==> config.mk <==
export PLATFORM = sky130hd
export DESIGN_NAME = pmc_top
export DESIGN_NICKNAME = d
export VERILOG_FILES = /design/src/inc/pmc_pkg.sv /design/src/inc/pmc_if.sv /design/src/hw/pmc_wake.sv /design/src/hw/pmc_top.sv
export SDC_FILE = /design/constraint.sdc
export NUM_CORES = 1
export LEC_CHECK = 0
export BUFFER_PORTS_ARGS = -buffer_cell sky130_fd_sc_hd__buf_2
export CAP_MARGIN = 10
export CORE_MARGIN = 2
export CORE_UTILIZATION = 51
export DETAILED_ROUTE_END_ITERATION = 8
export GPL_ROUTABILITY_DRIVEN = 0
export PLACE_DENSITY_LB_ADDON = 0.05
export SLEW_MARGIN = 20
export SYNTH_ARGS = -nofsm -noshare
export SYNTH_HDL_FRONTEND = slang
export SYNTH_SLANG_ARGS = --single-unit
==> constraint.sdc <==
create_clock -name clk_sys -period 1.9 [get_ports clk_sys]
set_clock_uncertainty 0.05 [all_clocks]
set_input_delay 0.38 -clock clk_sys [delete_from_list [all_inputs] [get_ports clk_sys]]
set_output_delay 0.38 -clock clk_sys [all_outputs]
set_load 0.02 [all_outputs]
==> src/inc/pmc_pkg.sv <==
// Purpose: Constants, types and state layout of the power mode controller.
// Assumes: Byte-wide register port, one 100 MHz clock.
// Notes:   Shared by the controller and its wake source evaluator.
`default_nettype none

package pmc_pkg;

  localparam int unsigned ADDR_W = 8;
  localparam int unsigned DATA_W = 8;
  localparam int unsigned SEQ_W = 3;

  // Register addresses.
  localparam logic [7:0] PWR_CTRL_ADDR = 8'h87;
  localparam logic [7:0] OSC_CTRL_ADDR = 8'hB2;
  localparam logic [7:0] REG_CTRL_ADDR = 8'hC9;
  localparam logic [7:0] STATUS_ADDR = 8'hE0;

  // Field positions.
  localparam int unsigned IDLE_BIT = 0;
  localparam int unsigned STOP_BIT = 1;
  localparam int unsigned GF_LSB = 2;
  localparam int unsigned SUSP_BIT = 5;
  localparam int unsigned REGOFF_BIT = 0;

  // Reset values and the fetch address after a reset.
  localparam logic [7:0] REG_RST = 8'h00;
  localparam logic [15:0] BOOT_ADDR = 16'h0000;

  // Timing of the reset sequence.
  localparam int unsigned CLK_NS = 10;
  localparam int unsigned RST_SEQ_NS = 50;
  localparam int unsigned RST_SEQ_CYC = (RST_SEQ_NS + CLK_NS - 1) / CLK_NS;
  localparam logic [SEQ_W-1:0] SEQ_LAST = SEQ_W'(RST_SEQ_CYC - 1);

  typedef enum logic [2:0] {PMC_SEQ, PMC_RUN, PMC_IDLE, PMC_STOP, PMC_SUSP} pmc_mode_t;

  typedef struct packed {
    pmc_mode_t mode;
    logic [5:0] gf;
    logic idle_pend;
    logic stop_pend;
    logic susp_pend;
    logic reg_down;
    logic wake_pulse;
    logic [7:0] osc_bits;
    logic [7:0] regc_bits;
    logic [7:0] rdata;
    logic [SEQ_W-1:0] seq_cnt;
  } pmc_state_t;

  localparam pmc_state_t PMC_RST_VAL = '{mode: PMC_SEQ, gf: 6'h00, idle_pend: 1'b0,
    stop_pend: 1'b0, susp_pend: 1'b0, reg_down: 1'b0, wake_pulse: 1'b0, osc_bits: REG_RST,
    regc_bits: REG_RST, rdata: 8'h00, seq_cnt: SEQ_LAST};

endpackage : pmc_pkg

`default_nettype wire

==> src/inc/pmc_if.sv <==
// Purpose: Carries mode and event signals between controller and wake evaluator.
// Assumes: Both ends on clk_sys.
// Notes:   Combinational decisions only.
`timescale 1ns/1ps
`default_nettype none

interface pmc_if;
  pmc_pkg::pmc_mode_t mode;
  logic reg_down;
  logic rst_pin;
  logic wdt_rst;
  logic mcd_rst;
  logic sw_rst;
  logic irq_pend;
  logic port_match;
  logic t3_ovf;
  logic t3_lowclk;
  logic usb_resume;
  logic rst_take;
  logic wake;

  modport ctl (output mode, reg_down, rst_pin, wdt_rst, mcd_rst, sw_rst, irq_pend,
    port_match, t3_ovf, t3_lowclk, usb_resume, input rst_take, wake);
  modport src (input mode, reg_down, rst_pin, wdt_rst, mcd_rst, sw_rst, irq_pend,
    port_match, t3_ovf, t3_lowclk, usb_resume, output rst_take, wake);
endinterface : pmc_if

`default_nettype wire

==> src/hw/pmc_wake.sv <==
// Purpose: Decides which reset and wake events end the present power mode.
// Assumes: Event inputs are synchronous to clk_sys.
// Notes:   Purely combinational.
`timescale 1ns/1ps
`default_nettype none

module pmc_wake (
  pmc_if.src ev
);

  logic int_rst;
  logic reg_gate;
  logic t3_wake;

  // ----------------------------------------------------------------
  // Reset acceptance
  // ----------------------------------------------------------------

  // Internal reset sources gathered.
  // watchdog ends idle
  assign int_rst = ev.wdt_rst | ev.mcd_rst | ev.sw_rst;

  assign reg_gate = (ev.mode == pmc_pkg::PMC_STOP) && ev.reg_down;

  // The pin always resets; internal sources only while the regulator is up.
  assign ev.rst_take = ev.rst_pin | (int_rst & ~reg_gate);

  // ----------------------------------------------------------------
  // Wake decisions
  // ----------------------------------------------------------------

  // Timer 3 only counts in suspend when it runs from a slow clock.
  assign t3_wake = ev.t3_ovf & ev.t3_lowclk;

  always_comb begin
    case (ev.mode)
      pmc_pkg::PMC_IDLE: ev.wake = ev.irq_pend;
      pmc_pkg::PMC_SUSP: ev.wake = ev.port_match | t3_wake | ev.usb_resume;
      default: ev.wake = 1'b0;
    endcase
  end

endmodule : pmc_wake

`default_nettype wire

==> src/hw/pmc_top.sv <==
// Purpose: Power mode controller for idle, stop and suspend modes.
// Assumes: instr_done pulses at the end of each CPU instruction.
// Notes:   All state sits in one packed struct register.
`timescale 1ns/1ps
`default_nettype none

module pmc_top (
  // Clock and reset.
  input wire logic clk_sys,
  input wire logic sys_rst,
  // Register port.
  input wire logic [pmc_pkg::ADDR_W-1:0] reg_addr,
  input wire logic [pmc_pkg::DATA_W-1:0] reg_wdata,
  input wire logic reg_wr,
  input wire logic reg_rd,
  output logic [pmc_pkg::DATA_W-1:0] reg_rdata,
  // CPU side.
  input wire logic instr_done,
  input wire logic irq_pend,
  output logic cpu_halt,
  output logic cpu_rst,
  output logic [15:0] boot_addr,
  output logic wake_pulse,
  // Reset sources.
  input wire logic rst_pin,
  input wire logic wdt_rst,
  input wire logic mcd_rst,
  input wire logic sw_rst,
  // Suspend wake sources.
  input wire logic port_match,
  input wire logic t3_ovf,
  input wire logic t3_lowclk,
  input wire logic usb_resume,
  // Clock and power gates.
  output logic hfosc_en,
  output logic periph_clk_en,
  output logic usb_xcvr_en,
  output logic port_match_en,
  output logic t3_clk_en,
  output logic regulator_en
);

  pmc_pkg::pmc_state_t r;
  pmc_pkg::pmc_state_t n;
  logic [7:0] rd_val;
  logic wr_pwr;
  logic wr_osc;
  logic wr_regc;

  pmc_if ev ();

  // ----------------------------------------------------------------
  // Event evaluation
  // ----------------------------------------------------------------

  // Present mode and raw events go to the wake evaluator.
  assign ev.mode = r.mode;
  assign ev.reg_down = r.reg_down;
  assign ev.rst_pin = rst_pin;
  assign ev.wdt_rst = wdt_rst;
  assign ev.mcd_rst = mcd_rst;
  assign ev.sw_rst = sw_rst;
  assign ev.irq_pend = irq_pend;
  assign ev.port_match = port_match;
  assign ev.t3_ovf = t3_ovf;
  assign ev.t3_lowclk = t3_lowclk;
  assign ev.usb_resume = usb_resume;

  pmc_wake pmc_wake_i (
    .ev (ev.src)
  );

  // ----------------------------------------------------------------
  // Register access
  // ----------------------------------------------------------------

  // Write decode of the three control registers.
  assign wr_pwr = reg_wr && (reg_addr == pmc_pkg::PWR_CTRL_ADDR);
  assign wr_osc = reg_wr && (reg_addr == pmc_pkg::OSC_CTRL_ADDR);
  assign wr_regc = reg_wr && (reg_addr == pmc_pkg::REG_CTRL_ADDR);

  // Read multiplexer; unmapped addresses read zero.
  always_comb begin
    rd_val = 8'h00;
    case (reg_addr)
      pmc_pkg::PWR_CTRL_ADDR: rd_val = {r.gf, 2'b00};
      pmc_pkg::OSC_CTRL_ADDR: begin
        rd_val = r.osc_bits;
        rd_val[pmc_pkg::SUSP_BIT] = r.susp_pend;
      end
      pmc_pkg::REG_CTRL_ADDR: rd_val = r.regc_bits;
      pmc_pkg::STATUS_ADDR: rd_val = {4'h0, r.reg_down, r.mode};
      default: rd_val = 8'h00;
    endcase
  end

  // ----------------------------------------------------------------
  // Next state
  // ----------------------------------------------------------------

  // Register writes, then the mode sequence, then reset override.
  always_comb begin
    n = r;
    n.wake_pulse = 1'b0;
    n.rdata = reg_rd ? rd_val : 8'h00;

    // Mode bits only arm a request; general flags store directly.
    if (wr_pwr) begin
      n.gf = reg_wdata[7:pmc_pkg::GF_LSB];
      if (reg_wdata[pmc_pkg::IDLE_BIT]) begin
        n.idle_pend = 1'b1;
      end
      if (reg_wdata[pmc_pkg::STOP_BIT]) begin
        n.stop_pend = 1'b1;
      end
    end
    if (wr_osc) begin
      n.osc_bits = reg_wdata;
      n.osc_bits[pmc_pkg::SUSP_BIT] = 1'b0;
      if (reg_wdata[pmc_pkg::SUSP_BIT]) begin
        n.susp_pend = 1'b1;
      end
    end
    if (wr_regc) begin
      n.regc_bits = reg_wdata;
    end

    case (r.mode)
      pmc_pkg::PMC_SEQ: begin
        if (r.seq_cnt == '0) begin
          n.mode = pmc_pkg::PMC_RUN;
        end else begin
          n.seq_cnt = r.seq_cnt - 1'b1;
        end
      end
      pmc_pkg::PMC_RUN: begin
        if (instr_done) begin
          if (n.stop_pend) begin
            n.mode = pmc_pkg::PMC_STOP;
            n.reg_down = n.regc_bits[pmc_pkg::REGOFF_BIT];
          end else if (n.idle_pend) begin
            n.mode = pmc_pkg::PMC_IDLE;
          end else if (n.susp_pend) begin
            n.mode = pmc_pkg::PMC_SUSP;
          end
        end
      end
      pmc_pkg::PMC_IDLE: begin
        if (ev.wake) begin
          n.mode = pmc_pkg::PMC_RUN;
          // A request written in the wake cycle survives the clear.
          n.idle_pend = wr_pwr && reg_wdata[pmc_pkg::IDLE_BIT];
          n.wake_pulse = 1'b1;
        end
      end
      pmc_pkg::PMC_SUSP: begin
        if (ev.wake) begin
          n.mode = pmc_pkg::PMC_RUN;
          // A request written in the wake cycle survives the clear.
          n.susp_pend = wr_osc && reg_wdata[pmc_pkg::SUSP_BIT];
          n.wake_pulse = 1'b1;
        end
      end
      pmc_pkg::PMC_STOP: n.mode = pmc_pkg::PMC_STOP;
      default: n.mode = pmc_pkg::PMC_SEQ;
    endcase

    if (ev.rst_take) begin
      n = pmc_pkg::PMC_RST_VAL;
    end
  end

  // State register with synchronous reset.
  always_ff @(posedge clk_sys) begin
    if (sys_rst) begin
      r <= pmc_pkg::PMC_RST_VAL;
    end else begin
      r <= n;
    end
  end

  // ----------------------------------------------------------------
  // Outputs
  // ----------------------------------------------------------------

  // Read data stands only in the cycle after the strobe.
  assign reg_rdata = r.rdata;
  assign wake_pulse = r.wake_pulse;
  assign boot_addr = pmc_pkg::BOOT_ADDR;

  // CPU control.
  // CPU runs in suspend
  assign cpu_halt = (r.mode == pmc_pkg::PMC_IDLE) || (r.mode == pmc_pkg::PMC_STOP);
  assign cpu_rst = (r.mode == pmc_pkg::PMC_SEQ);

  // Clock gates.
  // idle keeps peripherals clocked
  assign hfosc_en = (r.mode != pmc_pkg::PMC_STOP) && (r.mode != pmc_pkg::PMC_SUSP);
  assign periph_clk_en = hfosc_en;
  assign usb_xcvr_en = (r.mode != pmc_pkg::PMC_STOP);
  assign port_match_en = (r.mode != pmc_pkg::PMC_STOP);
  assign t3_clk_en = hfosc_en || ((r.mode == pmc_pkg::PMC_SUSP) && t3_lowclk);

  assign regulator_en = !((r.mode == pmc_pkg::PMC_STOP) && r.reg_down);

  // ----------------------------------------------------------------
  // Checks
  // ----------------------------------------------------------------

  property p_idle_entry;
    @(posedge clk_sys) disable iff (sys_rst)
    (r.mode == pmc_pkg::PMC_RUN) && instr_done && r.idle_pend && !r.stop_pend
      && !ev.rst_take |=> cpu_halt && periph_clk_en && (r.mode == pmc_pkg::PMC_IDLE);
  endproperty
  a_idle_entry: assert property (p_idle_entry)
    else $error("Idle not entered at instruction end.");

  property p_idle_wake;
    @(posedge clk_sys) disable iff (sys_rst)
    (r.mode == pmc_pkg::PMC_IDLE) && irq_pend && !ev.rst_take && !wr_pwr
      |=> !cpu_halt && wake_pulse && !r.idle_pend;
  endproperty
  a_idle_wake: assert property (p_idle_wake)
    else $error("Interrupt did not end idle.");

  property p_no_early;
    @(posedge clk_sys) disable iff (sys_rst)
    (r.mode == pmc_pkg::PMC_RUN) && !instr_done && !ev.rst_take
      |=> (r.mode == pmc_pkg::PMC_RUN);
  endproperty
  a_no_early: assert property (p_no_early)
    else $error("Mode changed inside an instruction.");

  property p_stop_hold;
    @(posedge clk_sys) disable iff (sys_rst)
    (r.mode == pmc_pkg::PMC_STOP) && !ev.rst_take |=> (r.mode == pmc_pkg::PMC_STOP)
      && !hfosc_en && cpu_halt;
  endproperty
  a_stop_hold: assert property (p_stop_hold)
    else $error("Stop left without a reset.");

  property p_rst_seq;
    @(posedge clk_sys) disable iff (sys_rst)
    $rose(ev.rst_take) |=> cpu_rst [*5];
  endproperty
  a_rst_seq: assert property (p_rst_seq)
    else $error("Reset sequence too short.");

  property p_seq_end;
    @(posedge clk_sys) disable iff (sys_rst)
    $fell(cpu_rst) |-> (r.mode == pmc_pkg::PMC_RUN) && (boot_addr == 16'h0000);
  endproperty
  a_seq_end: assert property (p_seq_end)
    else $error("Reset sequence did not end in run.");

  property p_reg_down;
    @(posedge clk_sys) disable iff (sys_rst)
    (r.mode == pmc_pkg::PMC_STOP) && r.reg_down && !rst_pin
      |-> !regulator_en && !ev.rst_take;
  endproperty
  a_reg_down: assert property (p_reg_down)
    else $error("Internal reset accepted with regulator down.");

  property p_rd_zero;
    @(posedge clk_sys) disable iff (sys_rst)
    reg_rd && (reg_addr == pmc_pkg::PWR_CTRL_ADDR) && !ev.rst_take
      |=> (reg_rdata[1:0] == 2'b00);
  endproperty
  a_rd_zero: assert property (p_rd_zero)
    else $error("Mode select bits read nonzero.");

  property p_susp;
    @(posedge clk_sys) disable iff (sys_rst)
    (r.mode == pmc_pkg::PMC_SUSP) |-> !hfosc_en && !cpu_halt && usb_xcvr_en
      && port_match_en && (t3_clk_en == t3_lowclk);
  endproperty
  a_susp: assert property (p_susp)
    else $error("Suspend gating wrong.");

  property p_susp_wake;
    @(posedge clk_sys) disable iff (sys_rst)
    (r.mode == pmc_pkg::PMC_SUSP) && (port_match || usb_resume) && !ev.rst_take
      |=> (r.mode == pmc_pkg::PMC_RUN) && wake_pulse;
  endproperty
  a_susp_wake: assert property (p_susp_wake)
    else $error("Suspend wake event missed.");

  // Modes hold without their exit events; entries and resets act as chosen.
  property p_idle_stay;
    @(posedge clk_sys) disable iff (sys_rst)
    (r.mode == pmc_pkg::PMC_IDLE) && !irq_pend && !ev.rst_take
      |=> (r.mode == pmc_pkg::PMC_IDLE) && cpu_halt && periph_clk_en && usb_xcvr_en;
  endproperty
  a_idle_stay: assert property (p_idle_stay)
    else $error("Idle not held with peripherals running.");

  property p_stop_entry;
    @(posedge clk_sys) disable iff (sys_rst)
    (r.mode == pmc_pkg::PMC_RUN) && instr_done && r.stop_pend && !ev.rst_take
      |=> (r.mode == pmc_pkg::PMC_STOP) && cpu_halt && !periph_clk_en && !t3_clk_en;
  endproperty
  a_stop_entry: assert property (p_stop_entry)
    else $error("Stop not entered at instruction end.");

  property p_reg_choice;
    @(posedge clk_sys) disable iff (sys_rst)
    (r.mode == pmc_pkg::PMC_RUN) && instr_done && r.stop_pend && !wr_regc && !ev.rst_take
      |=> (regulator_en == !r.regc_bits[pmc_pkg::REGOFF_BIT]);
  endproperty
  a_reg_choice: assert property (p_reg_choice)
    else $error("Regulator state in stop does not follow its option.");

  property p_wdt_idle;
    @(posedge clk_sys) disable iff (sys_rst)
    (r.mode == pmc_pkg::PMC_IDLE) && wdt_rst
      |=> cpu_rst;
  endproperty
  a_wdt_idle: assert property (p_wdt_idle)
    else $error("Watchdog reset did not end idle.");

  property p_mcd_stop;
    @(posedge clk_sys) disable iff (sys_rst)
    (r.mode == pmc_pkg::PMC_STOP) && !r.reg_down && mcd_rst
      |=> cpu_rst;
  endproperty
  a_mcd_stop: assert property (p_mcd_stop)
    else $error("Detector reset did not end stop.");

  property p_susp_stay;
    @(posedge clk_sys) disable iff (sys_rst)
    (r.mode == pmc_pkg::PMC_SUSP) && !port_match && !usb_resume && !(t3_ovf && t3_lowclk)
      && !ev.rst_take |=> (r.mode == pmc_pkg::PMC_SUSP) && !cpu_halt;
  endproperty
  a_susp_stay: assert property (p_susp_stay)
    else $error("Suspend left without a wake event.");

endmodule : pmc_top

`default_nettype wire

==> parameters.txt <==
Parameter                              Value

Floorplanning
  Horizontal die dimension ... 68.54 µm
  Chip height ... 68.54 µm
  Row cnt ... 23
  Core ar. ... 0.004000 mm²
  I/O pin count ... 63
  Die Outline Area ... 0.004698 mm²
  Initial core utilization ... 53.11%

Setup path
  Crit Path Category ... reg -> out
  Kind of launch point of the worst setup path ... register
  Critical path data required time ... 1.47 ns
  Setup crit end kind ... output pin
  Critical Path Fanout Max ... 6
  CP arrival ... 1.40 ns

Timing
  Total count of hold-check failures in the final report ... 0
  RSZ-0062 raised after global routing ... true
  Part of the cycle the worst path needs ... between 90% and 100%
  Maximum achievable frequency ... 545.4 MHz
  Shortest clock period the worst path allows after layout ... 1.834 ns
  Setup WS post-layout ... around 0.066 ns
  Number of setup violations in the final report ... 0
  Number of slew-limit violations in the final report ... 0

Final layout
  Nets ... 332
  Fill cell instance count of the final layout ... a little under 400
  Layout cell share with drive strength beyond 1 ... 29.67%
  Antenna fix cells ... 0
  Layout area overhead ... 14.55%
  Final cell utilization of the core ... 60.84%

Global route
  Initial antenna violation count ... 0
  All-layer global routing usage ... 23.79%
  Vias in the first global route ... 1698
  First-pass GRT wire length ... 8259 µm
  Remaining global-route overflow ... 0
  Largest net degree at the start of global routing ... 21

Synthesis
  Area contributors post-synth ... sky130_fd_sc_hd__dfxtp_1 (38%), sky130_fd_sc_hd__buf_4 (10%), sky130_fd_sc_hd__a21oi_1 (6.4%)
  Library cell occupying the most area in the post-synthesis netlist ... sky130_fd_sc_hd__dfxtp_1
  Fraction of registers with async set or reset after synthesis ... 0%
  Post-synth top area share ... between 30% and 40%
  Top cell types by occurrence after synthesis ... sky130_fd_sc_hd__dfxtp_1 (40), sky130_fd_sc_hd__nand2_1 (30), sky130_fd_sc_hd__buf_4 (29)
  Cell variety after synth ... 51
  Syn. warnings ... 0
  Count of mapped cells out of synthesis ... 253
  Most used flip-flop cell after synthesis ... sky130_fd_sc_hd__dfxtp_1
  Most common cell in the synthesized netlist ... sky130_fd_sc_hd__dfxtp_1
  Syn Std Cell Area ... 0.002125 mm²
  Mean area per synthesized cell ... approximately 8.4 µm²
  Number of flops mapped to enable cells by yosys ... 0
  Post-synthesis sequential area ratio ... 37.69%
  Register bit count reported by yosys ... 40

CTS
  Clock root buffer ... sky130_fd_sc_hd__clkbuf_8
  Maximum number of buffers from clock root to sink ... 2
  # H-tree levels ... 2
  Number of sinks on the clock net ... 40
  CTS clock-pin slew for the worst setup and hold paths ... 0.08 ns
  Clock network latency to the later pin of the worst-skew pair ... 0.29 ns
  Clock buffer count from CTS ... 5
  Clock tree from TritonCTS ... yes
  Number of buffers added to fix hold violations after cts ... 0

Detailed routing
  Met3 wirelength from detailed routing ... 343 µm
  Top layer reached by signal wires ... met4
  Detailed-routed wire length on met2 ... 2207 µm
  Routed length per placed instance ... 14.21 µm
  Vias per std cell ... 5.517
  Detailed-routing iteration count for the pre-antenna-repair pass ... 4
  Final wirelength ... 4975 µm
  Post-route antenna net violation count ... 0
  Vias ... just under 2000
  Routed metal-1 wire length ... between 2000 and 2500 µm
  Count of routing violations after the opening detailed-route iteration ... 146
  Post-detailed-route DRC marker count ... 0

Power
  Switching part of the total power ... 25.21%
  Lkg Pwr ... ~0.00097 µW
  Total power density per cell area ... ~620 mW/mm²
  Register share of total power ... about 56%
  Internal power ... approximately 1100 µW
  Worst-case vdd ir drop ... 0.5088 mV
  Logic pwr share ... approximately 8.4%
  Switching power summed over all nets ... 381.3 µW
  Part of the power in the clock network ... 36.1%

Placed design
  Pre-CTS WS ... roughly 0.0085 ns
  I/O Buffers ... 46
  Placed wire-length estimate ... 3710 µm

Hold path
  Worst hold path type ... in -> reg

Run status
  Outcome ... finished, final reports clean

Job
  Max-cap viol count ... 0
-- final cells by class --
cell class                 instances  area, µm²  area share (%)
timing repair buffer              65      372.9           15.32
inverter                           9      33.78           1.388
clock buffer                       5      68.82           2.828
sequential                        40      802.0           32.96
tap                               50      62.56           2.571
multi-input combinational        179       1081           44.42
clock inverter                     2      12.51          0.5141
-- worst max-delay path, stage by stage, from the launching register on --
cell and delay (ns):
sky130_fd_sc_hd__dfxtp_2 0.40, sky130_fd_sc_hd__buf_4 0.16, sky130_fd_sc_hd__nor2_1 0.06, sky130_fd_sc_hd__and2_1 0.17, sky130_fd_sc_hd__a21oi_1 0.14, sky130_fd_sc_hd__buf_2 0.19
-- final timing paths --
path	start	end	slack (ns)	cells after the start
max	ev.mode[0]	periph_clk_en	0.07	5
min	sys_rst	r[2]	0.28	3
max reg2reg	ev.mode[2]	reg_rdata[2]	0.21	6
min reg2reg	r[15]	r[15]	0.40	2
-- registers in the layout, indices dropped and copies added, names as in the netlist --
signal       flops
r               27
reg_rdata        8
ev.mode          3
ev.reg_down      1
wake_pulse       1
-- cells by family after synthesis --
family,Yosys count,share of synthesized area [%]
AND/OR/NAND/NOR,95,24.74
AO/OA/AOI/OAI,57,17.61
buffers and inverters,49,14.19
flip-flops,40,37.69
multiplexers,8,4.005
adder cells (fa/ha/maj),2,1.178
other,1,0.1765
XOR/XNOR,1,0.4123
-- power groups by stage --
| stage | Clock (µW) | Combinational, µW | Sequential (µW) |
|---|---|---|---|
| floorplan | 0 | 93.3 | 859 |
| CTS | 560 | 126 | 839 |
| global route | 591 | 142 | 839 |
| global placement | 0 | 125 | 859 |
| finish | 546 | 127 | 839 |
| detailed placement | 0 | 126 | 859 |
-- metal layers --
metal / vias to the layer above / GRT usage [%]
met5: - / 0
met4: 0 / 8.750
met3: 7 / 4.545
met2: 81 / 34.86
met1: 898 / 34.44
li1: 945 / -
-- stage by stage --
stage | instance area [µm²] | hold WS, ns | std cells | total power, µW | setup TNS, ns
detailed placement | 2349 | 0.3949 | 343 | 984.6 | 0
global route | 2434 | 0.2984 | 350 | 1571 | -0.008454
floorplan | 2181 | 0.3814 | 268 | 952.1 | 0
CTS | 2434 | 0.2693 | 350 | 1525 | 0
finish | 2434 | 0.2817 | 350 | 1513 | 0
global placement | 2349 | 0.3895 | 343 | 984.0 | 0
-- what timing repair did --
| item | CTS | global route |
|---|---|---|
| gates resized for setup | 2 | 0 |
| buffers inserted | 0 | 0 |
| setup endpoints to repair | 5 | 2 |
-- cell usage in the layout (no fill, tap or decap), drive strengths merged, types with 2 or more instances in the layout --
master | Yosys | final
and2 | 3 | 3
nand4 | 4 | 4
and4bb | 3 | 3
inv | 9 | 9
nor2b | 4 | 4
a211o | 2 | 2
nand2 | 30 | 30
nand3 | 23 | 23
o21ai | 5 | 5
a32oi | 2 | 2
dfxtp | 40 | 40
ha | 2 | 2
clkbuf | 3 | 5
a22oi | 6 | 6
conb | 1 | 16
and3 | 2 | 2
mux2i | 7 | 7
a22o | 2 | 2
nor2 | 17 | 17
a21oi | 27 | 27
buf | 37 | 65
a211oi | 3 | 3
(Power assumes the default switching activity.)
